**src/acr_pkg.sv**
```systemverilog
// Constants shared by the attribute controller register bank
package acr_pkg;

  // ****************************************
  // Host I/O ports
  // ****************************************
  localparam logic [15:0] ACR_PORT_INDEX = 16'h03c0;
  localparam logic [15:0] ACR_PORT_DATA = 16'h03c1;
  localparam logic [15:0] ACR_PORT_STAT_MONO = 16'h03ba;
  localparam logic [15:0] ACR_PORT_STAT_COLOR = 16'h03da;

  // ****************************************
  // Data register indexes
  // ****************************************
  localparam logic [4:0] ACR_IDX_PAL_LAST = 5'h0f;
  localparam logic [4:0] ACR_IDX_MODE = 5'h10;
  localparam logic [4:0] ACR_IDX_BORDER = 5'h11;
  localparam logic [4:0] ACR_IDX_PLANE = 5'h12;
  localparam logic [4:0] ACR_IDX_PAN = 5'h13;
  localparam logic [4:0] ACR_IDX_CSEL = 5'h14;

  // ****************************************
  // Field positions
  // ****************************************
  localparam int ACR_PAL_SRC_BIT = 5;
  localparam int ACR_DAC54_SRC_BIT = 7;
  localparam int ACR_BYTE_SAMPLE_BIT = 6;
  localparam int ACR_SPLIT_PAN_BIT = 5;
  localparam int ACR_BI_BIT = 3;
  localparam int ACR_NINTH_DOT_BIT = 2;

  // ****************************************
  // Writable bit masks, reserved bits read zero
  // ****************************************
  localparam logic [7:0] ACR_MASK_INDEX = 8'h3f;
  localparam logic [7:0] ACR_MASK_PAL = 8'h3f;
  localparam logic [7:0] ACR_MASK_MODE = 8'hec;
  localparam logic [7:0] ACR_MASK_BORDER = 8'hff;
  localparam logic [7:0] ACR_MASK_PLANE = 8'h0f;
  localparam logic [7:0] ACR_MASK_PAN = 8'h0f;
  localparam logic [7:0] ACR_MASK_CSEL = 8'h0f;

  // ****************************************
  // Reset values
  // ****************************************
  localparam logic [7:0] ACR_RST_INDEX = 8'h00;
  localparam logic [7:0] ACR_RST_MODE = 8'h00;
  localparam logic [7:0] ACR_RST_BORDER = 8'h00;
  localparam logic [7:0] ACR_RST_PLANE = 8'h0f;
  localparam logic [7:0] ACR_RST_PAN = 8'h00;
  localparam logic [7:0] ACR_RST_CSEL = 8'h00;
  localparam logic [5:0] ACR_RST_PAL = 6'h00;

  // ****************************************
  // Pixel path constants
  // ****************************************
  localparam logic [7:0] ACR_LINE_CHAR_LO = 8'hc0;
  localparam logic [7:0] ACR_LINE_CHAR_HI = 8'hdf;
  localparam logic [3:0] ACR_PAN_TEXT_MAX = 4'h7;
  localparam logic [3:0] ACR_PAN_TEXT_ZERO = 4'h8;
  localparam logic [3:0] ACR_PAN_256_MAX = 4'h6;

endpackage

```
**src/acr_palette_mem.sv**
```systemverilog
// Sixteen-entry palette store with one write port and two registered read ports
`timescale 1ns/10ps

module acr_palette_mem
  import acr_pkg::*;
(
  input wire logic mclk,
  input wire logic rst,
  input wire logic wrEn,
  input wire logic [3:0] wrAddr,
  input wire logic [5:0] wrData,
  input wire logic [3:0] hostAddr,
  output logic [5:0] hostData,
  input wire logic [3:0] pixAddr,
  output logic [5:0] pixData
);

  typedef struct packed {
    logic [15:0][5:0] entry;
    logic [5:0] hostQ;
    logic [5:0] pixQ;
  } acr_pal_state_t;

  acr_pal_state_t state_reg;
  acr_pal_state_t state_next;

  // ****************************************
  // Next state
  // ****************************************
  always_comb begin
    state_next = state_reg;
    // Reads see the old entry when written in the same cycle
    state_next.hostQ = state_reg.entry[hostAddr];
    state_next.pixQ = state_reg.entry[pixAddr];
    if (wrEn) begin
      state_next.entry[wrAddr] = wrData;
    end
  end

  always_ff @(posedge mclk) begin
    if (rst) begin
      state_reg <= '{entry: {16{ACR_RST_PAL}}, hostQ: ACR_RST_PAL, pixQ: ACR_RST_PAL};
    end else begin
      state_reg <= state_next;
    end
  end

  assign hostData = state_reg.hostQ;
  assign pixData = state_reg.pixQ;

endmodule

```
**src/acr_attribute_ctrl.sv**
```systemverilog
// Attribute controller: indexed register bank and pixel colour formation
`timescale 1ns/10ps

module acr_attribute_ctrl
  import acr_pkg::*;
(
  input wire logic mclk,
  input wire logic rst,
  input wire logic [15:0] ioAddr,
  input wire logic ioWr,
  input wire logic ioRd,
  input wire logic [7:0] ioWdata,
  output logic [7:0] ioRdata,
  output logic ioRdValid,
  input wire logic colorAddressing,
  input wire logic pixStrobe,
  input wire logic textMode,
  input wire logic borderActive,
  input wire logic [3:0] planeBits,
  input wire logic [7:0] attrByte,
  input wire logic [7:0] charCode,
  input wire logic dotOn,
  input wire logic ninthDot,
  input wire logic blinkPhase,
  input wire logic lineCompareHit,
  output logic [7:0] dacAddr,
  output logic dacValid,
  output logic [3:0] panShift
);

  typedef struct packed {
    logic flipData;
    logic [7:0] index;
    logic [7:0] mode;
    logic [7:0] border;
    logic [7:0] plane;
    logic [7:0] pan;
    logic [7:0] csel;
    logic rdPend;
    logic rdSelData;
    logic [7:0] rdData;
    logic rdValid;
    logic lastDot;
    logic byteHalf;
    logic [3:0] highNibble;
    logic s1Valid;
    logic s1Border;
    logic s1Byte;
    logic [7:0] s1ByteVal;
    logic [7:0] dacAddr;
    logic dacValid;
    logic [3:0] panShift;
  } acr_state_t;

  acr_state_t state_reg;
  acr_state_t state_next;

  logic [5:0] palHostQ;
  logic [5:0] palPixQ;
  logic palWr;
  logic [3:0] pixColor;
  logic [7:0] dataMux;
  logic bgIntensity;
  logic blinkHide;
  logic lineChar;
  logic dotVal;
  logic [3:0] textColor;
  logic byteMode;
  logic idxPort;
  logic dataPort;
  logic statPort;
  logic hostWrite;
  logic [3:0] panByte;
  logic [3:0] panText;
  logic [3:0] panOther;

  // ****************************************
  // Port decode
  // ****************************************
  // Full 16-bit decode, so aliases of the legacy ports stay silent
  assign idxPort = (ioAddr == ACR_PORT_INDEX);
  assign dataPort = (ioAddr == ACR_PORT_DATA);
  assign statPort = ioRd
    && (ioAddr == (colorAddressing ? ACR_PORT_STAT_COLOR : ACR_PORT_STAT_MONO));
  assign hostWrite = ioWr && idxPort;
  // Pairing only applies to graphics samples, text keeps one sample per pixel
  assign byteMode = state_reg.mode[ACR_BYTE_SAMPLE_BIT] && !textMode;

  // ****************************************
  // Palette store
  // ****************************************
  // Own host read port, so readback never disturbs the pixel lookup
  assign palWr = hostWrite && state_reg.flipData
    && (state_reg.index[4:0] <= ACR_IDX_PAL_LAST);

  acr_palette_mem uPal (
    .mclk(mclk),
    .rst(rst),
    .wrEn(palWr),
    .wrAddr(state_reg.index[3:0]),
    .wrData(ioWdata[5:0] & ACR_MASK_PAL[5:0]),
    .hostAddr(state_reg.index[3:0]),
    .hostData(palHostQ),
    .pixAddr(pixColor),
    .pixData(palPixQ)
  );

  // ****************************************
  // Pixel colour front end
  // ****************************************
  always_comb begin
    bgIntensity = state_reg.mode[ACR_BI_BIT] ? 1'b0 : attrByte[7];
    blinkHide = state_reg.mode[ACR_BI_BIT] && attrByte[7] && blinkPhase;
    lineChar = (charCode >= ACR_LINE_CHAR_LO) && (charCode <= ACR_LINE_CHAR_HI);
    // Ninth column keeps background unless a line character asks for the copy
    dotVal = ninthDot ? (state_reg.mode[ACR_NINTH_DOT_BIT] && lineChar && state_reg.lastDot)
      : dotOn;
    textColor = (dotVal && !blinkHide) ? attrByte[3:0] : {bgIntensity, attrByte[6:4]};
    pixColor = (textMode ? textColor : planeBits) & state_reg.plane[3:0];
  end

  // ****************************************
  // Pan table
  // ****************************************
  // Values off the table give no shift rather than wrapping around
  always_comb begin
    panByte = 4'h0;
    panText = 4'h0;
    panOther = 4'h0;
    // 256-colour mode takes even values only, one step per two source pixels
    if (!state_reg.pan[0] && (state_reg.pan[3:0] <= ACR_PAN_256_MAX)) begin
      panByte = {1'b0, state_reg.pan[3:1]};
    end
    // Text shifts one extra for the ninth column, so value 8 means none
    if (state_reg.pan[3:0] <= ACR_PAN_TEXT_MAX) begin
      panText = 4'(state_reg.pan[3:0] + 4'h1);
      panOther = state_reg.pan[3:0];
    end
  end

  // Readback of the selected data register
  always_comb begin
    dataMux = 8'h00;
    if (state_reg.index[4:0] <= ACR_IDX_PAL_LAST) begin
      dataMux = {2'b00, palHostQ};
    end else begin
      case (state_reg.index[4:0])
        ACR_IDX_MODE: dataMux = state_reg.mode;
        ACR_IDX_BORDER: dataMux = state_reg.border;
        ACR_IDX_PLANE: dataMux = state_reg.plane;
        ACR_IDX_PAN: dataMux = state_reg.pan;
        ACR_IDX_CSEL: dataMux = state_reg.csel;
        default: dataMux = 8'h00;
      endcase
    end
  end

  // ****************************************
  // Next state
  // ****************************************
  always_comb begin
    state_next = state_reg;
    state_next.rdValid = 1'b0;
    state_next.s1Valid = 1'b0;
    state_next.dacValid = 1'b0;

    // Host writes
    if (hostWrite) begin
      if (!state_reg.flipData) begin
        state_next.index = ioWdata & ACR_MASK_INDEX;
      end else begin
        case (state_reg.index[4:0])
          ACR_IDX_MODE: state_next.mode = ioWdata & ACR_MASK_MODE;
          ACR_IDX_BORDER: state_next.border = ioWdata & ACR_MASK_BORDER;
          ACR_IDX_PLANE: state_next.plane = ioWdata & ACR_MASK_PLANE;
          ACR_IDX_PAN: state_next.pan = ioWdata & ACR_MASK_PAN;
          ACR_IDX_CSEL: state_next.csel = ioWdata & ACR_MASK_CSEL;
          default: ;
        endcase
      end
      // Data writes to unimplemented indexes still advance the phase
      state_next.flipData = !state_reg.flipData;
    end
    // Status read wins, so software can always resynchronise the phase
    if (statPort) begin
      state_next.flipData = 1'b0;
    end

    // Host reads answer two cycles after the request
    state_next.rdPend = ioRd && (idxPort || dataPort);
    state_next.rdSelData = dataPort && state_reg.flipData;
    if (state_reg.rdPend) begin
      state_next.rdData = state_reg.rdSelData ? dataMux : state_reg.index;
      state_next.rdValid = 1'b1;
    end

    // Stage 0: palette lookup issued, side information held
    if (pixStrobe) begin
      if (!ninthDot) begin
        state_next.lastDot = dotOn;
      end
      state_next.s1Border = borderActive || !state_reg.index[ACR_PAL_SRC_BIT];
      state_next.s1Byte = byteMode;
      state_next.s1ByteVal = {state_reg.highNibble, pixColor};
      // A border sample never waits for a partner, or the overscan colour is lost
      if (byteMode && !borderActive) begin
        // Two plane samples make one pixel, so output rate halves
        state_next.byteHalf = !state_reg.byteHalf;
        state_next.highNibble = pixColor;
        state_next.s1Valid = state_reg.byteHalf;
      end else begin
        state_next.s1Valid = 1'b1;
      end
    end
    if (borderActive) begin
      state_next.byteHalf = 1'b0;
    end

    // Stage 1: DAC address formed from the border register, the paired plane samples or registered palette data
    if (state_reg.s1Valid) begin
      state_next.dacValid = 1'b1;
      if (state_reg.s1Border) begin
        state_next.dacAddr = state_reg.border;
      end else if (state_reg.s1Byte) begin
        state_next.dacAddr = state_reg.s1ByteVal;
      end else begin
        state_next.dacAddr = {state_reg.csel[3:2],
          state_reg.mode[ACR_DAC54_SRC_BIT] ? state_reg.csel[1:0] : palPixQ[5:4],
          palPixQ[3:0]};
      end
    end

    // Panning output
    if (state_reg.mode[ACR_SPLIT_PAN_BIT] && lineCompareHit) begin
      state_next.panShift = 4'h0;
    end else if (byteMode) begin
      state_next.panShift = panByte;
    end else if (textMode) begin
      state_next.panShift = panText;
    end else begin
      state_next.panShift = panOther;
    end
  end

  // ****************************************
  // State register
  // ****************************************
  always_ff @(posedge mclk) begin
    if (rst) begin
      state_reg <= '{
        flipData: 1'b0,
        index: ACR_RST_INDEX,
        mode: ACR_RST_MODE,
        border: ACR_RST_BORDER,
        plane: ACR_RST_PLANE,
        pan: ACR_RST_PAN,
        csel: ACR_RST_CSEL,
        rdPend: 1'b0,
        rdSelData: 1'b0,
        rdData: 8'h00,
        rdValid: 1'b0,
        lastDot: 1'b0,
        byteHalf: 1'b0,
        highNibble: 4'h0,
        s1Valid: 1'b0,
        s1Border: 1'b0,
        s1Byte: 1'b0,
        s1ByteVal: 8'h00,
        dacAddr: 8'h00,
        dacValid: 1'b0,
        panShift: 4'h0
      };
    end else begin
      state_reg <= state_next;
    end
  end

  assign ioRdata = state_reg.rdData;
  assign ioRdValid = state_reg.rdValid;
  assign dacAddr = state_reg.dacAddr;
  assign dacValid = state_reg.dacValid;
  assign panShift = state_reg.panShift;

endmodule

```
**config.mk**
```make
export PLATFORM = sky130hd
export DESIGN_NAME = acr_attribute_ctrl
export DESIGN_NICKNAME = d
export VERILOG_FILES = /design/src/acr_pkg.sv /design/src/acr_palette_mem.sv /design/src/acr_attribute_ctrl.sv
export SDC_FILE = /design/constraint.sdc
export NUM_CORES = 1
export LEC_CHECK = 0
export BUFFER_PORTS_ARGS = -buffer_cell sky130_fd_sc_hd__buf_2
export CAP_MARGIN = 20
export CORE_MARGIN = 5
export CORE_UTILIZATION = 55
export DETAILED_ROUTE_END_ITERATION = 8
export GPL_TIMING_DRIVEN = 0
export HOLD_SLACK_MARGIN = 0.06
export MAX_ROUTING_LAYER = met4
export PLACE_DENSITY = 0.74
export SETUP_SLACK_MARGIN = 0.02
export SYNTH_ARGS = -nofsm -noshare
export SYNTH_HDL_FRONTEND = slang
export SYNTH_SLANG_ARGS = --single-unit
```
**constraint.sdc**
```tcl
create_clock -name mclk -period 6.4 [get_ports mclk]
set_input_delay 0.32 -clock mclk [delete_from_list [all_inputs] [get_ports mclk]]
set_output_delay 0.32 -clock mclk [all_outputs]
set_load 0.01 [all_outputs]
```
# ---- Yosys cells after proc, flatten, opt, wreduce, memory -nomap -nowiden
# Index checks and enable logic that the tools add are counted.
dict set report classes {
  add_sub_neg 1
  magnitude_cmp 8
  eq_ne 8
  n_mux 26
  bitwise_logic 4
  reduce_logical 38
}
# operator n
set op_table {}
lappend op_table {{$bwmux 96} 1}
lappend op_table {{$bmux 6 s4} 2}
lappend op_table {{$pmux 8 s5} 1}
lappend op_table {{$eq 16x10->1 const B} 2}
lappend op_table {{$mux 8} 4}
lappend op_table {{$eq 5x5->1 const B} 5}
lappend op_table {{$demux 6 s4} 1}
lappend op_table {{$mux 4} 6}
lappend op_table {{$mux 6} 3}
lappend op_table {{$logic_and 1x1->1} 17}
lappend op_table {{$eq 16x10->1} 1}
lappend op_table {{$reduce_and 3->1} 5}
lappend op_table {{$lt 4x5->1 const B} 2}
lappend op_table {{$ge 8x8->1 const B} 1}
lappend op_table {{$le 4x3->1 const B} 2}
lappend op_table {{$le 8x8->1 const B} 1}
lappend op_table {{$reduce_or 2->1} 4}
lappend op_table {{$logic_not 1->1} 7}
lappend op_table {{$mux 7} 1}
lappend op_table {{$reduce_and 2->1} 3}
lappend op_table {{$le 5x4->1 const B} 1}
lappend op_table {{$mux 1} 5}
lappend op_table {{$add 4x1->4 const B} 1}
lappend op_table {{$and 4x4->4} 1}
lappend op_table {{other kinds (5)} 8}
dict set report word_totals {
  reg_bits 181
  in_bits 56
  output_inout_bits 22
  elab_cells 124
}

# ---- Logic depth before layout (Yosys ltp)
dict set report logic_depth {
  ltp_word 11
  depth_mapped 9
  mapped_depth_nobuf 7
}

# ---- Hierarchy
# Synthesis repeated with hierarchy kept, for this count alone.
dict set report hier_totals {
  cells_unflattened 995
  area_unflattened_um2 9486.6
}
# module n_inst cells_per_inst area_each_um2 seq_area_each_um2
set by_module_without_submodules {}
lappend by_module_without_submodules {acr_palette_mem 1 557 5556.6 2162.1}
lappend by_module_without_submodules {acr_attribute_ctrl 1 438 3930.0 1461.4}

# ---- Worst setup path after synthesis
# Ideal clock, no wire load.
dict set report synth_timing {
  path_type {input port to flip-flop}
  start {input port charCode[5]}
  end {register uPal.state_reg (netlist bit uPal.pixData[2])}
  setup_time_ps 134
  t_arrival_ps 2423
  required_ps 6266
  setup_slack_ps 3843
  stages 8
  n_path_buf 1
  path_cell_list {nand2b_1 > a221oi_2 > mux2i_1 > a21oi_2 > buf_6 > mux2_4 > a22o_1 > or4_1}
}
dict set report synth_between {
  elab_chain_len 11
  word_cells_on_any_way 12
  cone_classes {order compare: 2; mux: 5; bitwise: 1; reduce/logical: 4}
}
# element line_no
set synth_lines {}
lappend synth_lines {{start, declared} acr_attribute_ctrl.sv:21} ;# input wire logic [7:0] charCode,
lappend synth_lines {{$ge 8x8->1 / $le 8x8->1 (equally long branches)} acr_attribute_ctrl.sv:114} ;# lineChar = (charCode >= ACR_LINE_CHAR_LO) && (charCode <= ACR_LINE_CHAR_HI);
lappend synth_lines {{$logic_and 1x1->1 (*)} acr_attribute_ctrl.sv:114}
lappend synth_lines {{$logic_and 1x1->1 (*) (2 in a row)} acr_attribute_ctrl.sv:116} ;# dotVal = ninthDot ? (state_reg.mode[ACR_NINTH_DOT_BIT] && lineChar && state_reg.lastDot)
lappend synth_lines {{$mux 1 (*)} acr_attribute_ctrl.sv:116}
lappend synth_lines {{$logic_and 1x1->1 (*)} acr_attribute_ctrl.sv:118} ;# textColor = (dotVal && !blinkHide) ? attrByte[3:0] : {bgIntensity, attrByte[6:4]};
lappend synth_lines {{$mux 4 (*)} acr_attribute_ctrl.sv:118}
lappend synth_lines {{$mux 4 (*)} acr_attribute_ctrl.sv:119} ;# pixColor = (textMode ? textColor : planeBits) & state_reg.plane[3:0];
lappend synth_lines {{$and 4x4->4 (*)} acr_attribute_ctrl.sv:119}
lappend synth_lines {{$bmux 6 s4 (*)} acr_palette_mem.sv:34} ;# state_next.pixQ = state_reg.entry[pixAddr];
lappend synth_lines {{$mux 6 (implied by the code) (*)} acr_palette_mem.sv:34}
lappend synth_lines {{end signal, assigned} acr_palette_mem.sv:42} ;# state_reg <= '{entry: {16{ACR_RST_PAL}}, hostQ: ACR_RST_PAL, pixQ: ACR_RST_PAL};
lappend synth_lines {{end signal, assigned} acr_palette_mem.sv:44} ;# state_reg <= state_next;
lappend synth_lines {{end, declared} acr_palette_mem.sv:24} ;# acr_pal_state_t state_reg;
# Mark *: on every way between the ends. The rest lies on a longest branch, timed or not. The select of a mux whose other input is x is not followed.
# A chain may end at the register's enable or synchronous reset.

# ---- Worst setup path after layout
dict set report layout_timing {
  start {register state_reg[75] (netlist name)}
  end {register uPal.state_reg (netlist bit uPal.pixData[2])}
}
dict set report layout_between {
  elab_chain_len 9
}
# element line_no
set layout_lines {}
lappend layout_lines {{start, declared} acr_attribute_ctrl.sv:55} ;# acr_state_t state_reg;
lappend layout_lines {{start signal, assigned} acr_attribute_ctrl.sv:250} ;# state_reg <= '{
lappend layout_lines {{start signal, assigned} acr_attribute_ctrl.sv:274} ;# state_reg <= state_next;
lappend layout_lines {{$logic_and 1x1->1 (2 in a row)} acr_attribute_ctrl.sv:116}
lappend layout_lines {{$mux 1} acr_attribute_ctrl.sv:116}
lappend layout_lines {{$logic_and 1x1->1} acr_attribute_ctrl.sv:118}
lappend layout_lines {{$mux 4} acr_attribute_ctrl.sv:118}
lappend layout_lines {{$mux 4} acr_attribute_ctrl.sv:119}
lappend layout_lines {{$and 4x4->4} acr_attribute_ctrl.sv:119}
lappend layout_lines {{$bmux 6 s4} acr_palette_mem.sv:34}
lappend layout_lines {{$mux 6 (implied by the code)} acr_palette_mem.sv:34}
# No other way between the ends. The select of a mux whose other input is x is not followed.

==> metrics.yaml <==
rsz0062_at_grt: "no"
busiest_layer: "met2"
powerDensity_nw_per_um2: 235
grt_pass1_wl_um: 40100
min-delay-start: "ioWdata[1]"
clock_sinks: 181
synth_nets: 957
grt_use_total: 0.276
area_growth_pct: 14.0
core-area_um2: 16000
largest_reg_flops: 96
synth_area_leaders: "dfxtp_1, mux2i_1, mux4_2, nor2_1, clkbuf_1"
start_kind: "flop"
numCtsBuffers: 17
fin_skew_ns: 0.00795
antenna_found_initial: 0
postPlaceCellArea_um2: 9640
stdcell_area_um2: 10300
grt_max_degree: 17
row_count: 46
clockBufferDepth: 2
yosys.area.top_type: "dfxtp_1"
drv_slew: 0
seq_area_frac_synth: 0.402
htree_levels: 4
final-setup-viol-count: 0
path_buf_inv: 2
cts_tree: "done"
cts-root-buf: "clkbuf_16"
yosys_warnings: 0
avgSynthCellArea_um2: 10.0
hold_class: "input port to flop"
crit_family: "compound AO/OA/AOI/OAI gates"
r2r_start: "state_reg[75]"
use_met3: 0.0472
layout-drive-gt1-share: 0.208
clkTransAtPathRegs_ns: 0.07
max_stage_delay_ns: 0.60
diodes: 0
required_ns: 6.69
yosysTopAreaCellShare: 0.402
fmax_ghz: 0.302
hold_end: "state_reg[58]"
avgRoutedWirePerCell_um: 21.3
reg2regPathDepth: 9
finalCritPeriodShare: 0.518
pre_cts_ws_ns: 3.08
vias: 7213
die_x_um: 138
wirelength_um: 25900
leakage_nw: 4.46
cts_resized: 0
synthFlopType: "dfxtp_1"
synthArstFlopShare: 0
grt_pass1_vias: 7079
netlist_area_um2: 9020
critPathKind: "flop to flop"
slowest_stage: "or4_1"
peakVddDrop_mv: 0.212
cts_hold_buf: 0
ys_types: 60
synth_cells: 899
fillerInstances: 1348
cts_setup_buffers: 0
detail_route.vias_per_cell: 5.93
timing.rr.end: "uPal.pixData[2]"
ys_ff_latch: 181
fin_crit_ns: 3.31
drc: 0
clkLatencyLatePin_ns: 0.43
outcome: "completed"
layout_setup_ws_ns: 3.09
crit_chain: "nand4_1 -> a221oi_2 -> mux2i_1 -> a21oi_2 -> buf_6 -> buf_6 -> mux2i_1 -> o22ai_1 -> or4_1"
firstDrtPassIters: 7
slew-limit-headroom: 0.381
maxCapViolCount: 0
initial_core_util: 0.564
r2r_setup_slack_ns: 3.09
crit_arrival_ns: 3.60
cp-end-kind: "flop"
ant_nets: 0
portBuffers: 70
synth-edff-count: 0
die_h_um: 138
ios: 78
grtUsageMet2: 0.448
design.die.area_um2: 19100
hold_depth: 2
tightest_slew_ns: 0.924
finalSetupTns_ns: 0
crit_path_max_fanout: 10
drt-initial-drc-count: 570
hold_viol: 0
gp_congestion: 1.01
finalNetCount: 1046
grt.overflow.total: 0
post-dp-hpwl_um: 19100
grtUsageMet1: 0.333
power by group:
part           total (mW)  switching [mW]  internal (mW)
Sequential           1.13         0.00192           1.13
Clock                1.14           0.465          0.680
Combinational       0.143          0.0937         0.0494
stage by stage:
step | utilization | hold WS (ns) | total power [mW] | instances
2_1_floorplan | - | 0.399 | 1.24 | 899
3_3_place_gp | 0.602 | 0.465 | 1.30 | 1185
3_5_place_dp | 0.602 | 0.467 | 1.30 | 1185
4_1_cts | 0.643 | 0.110 | 2.42 | 1217
5_1_grt | 0.643 | 0.117 | 2.48 | 1217
6_report | 0.643 | 0.114 | 2.42 | 1217
routing by layer:
metal,wire length (µm),part of all wire,vias to the layer above
met5,0,0,-
met4,1280,0.049,0
met3,1450,0.056,86
met2,12400,0.48,278
met1,10800,0.42,3487
li1,-,-,3362
cell type report:
class,instances,area [µm²],share of cell area
timing repair buffer,70,350,0.0341
sequential,181,3620,0.352
clock buffer,19,453,0.0440
tap,216,270,0.0263
multi-input combinational,623,4880,0.475
clock inverter,13,191,0.0186
inverter,5,18.8,0.00183
buffer,90,492,0.0478
worst max path at each step:
stage | from | cells past startpoint | endpoint
detailed placement | ninthDot | 10 | uPal.pixData[2]
finish | state_reg[75] | 9 | uPal.pixData[2]
global placement | ninthDot | 10 | uPal.pixData[2]
global route | state_reg[75] | 9 | uPal.pixData[0]
floorplan | charCode[5] | 8 | uPal.pixData[2]
CTS | state_reg[75] | 9 | uPal.pixData[2]
cell families (layout without fill, tap and decap cells):
family                   Yosys count  after routing  share of synthesized area
AO/OA/AOI/OAI                     93             93                     0.0676
XOR/XNOR                           1              1                   0.000971
multiplexers                     240            240                      0.311
buffers and inverters             95            197                     0.0566
AND/OR/NAND/NOR                  287            287                      0.160
flip-flops                       181            181                      0.402
adder cells (fa/ha/maj)            2              2                    0.00277
cell usage in the layout, fill, tap and decap left out, drive strengths merged, types with 11 or more instances in the layout:
cell type and count:
nor2 166, mux4 30, nor3 15, nand3 15, nand4 11, mux2i 197, o22ai 18, nor2b 20
o21ai 22, buf 109, clkbuf 70, a21oi 19, dfxtp 181, nand2 21, mux2 13
synthesized netlist by cell type (all sizes together) (3+ instances only):
master,n
nand4,11
a22o,5
a21oi,19
clkbuf,51
and3,5
nand3,15
nor4b,3
nand2b,7
nor2b,20
o211ai,9
mux2i,197
and2,5
buf,39
o22ai,18
or2,3
nand2,21
or4,6
nor2,166
mux2,13
nor3,15
inv,5
a211o,5
dfxtp,181
a31oi,4
o21ai,22
mux4,30
No activity file was read; power rests on OpenSTA's default activity.
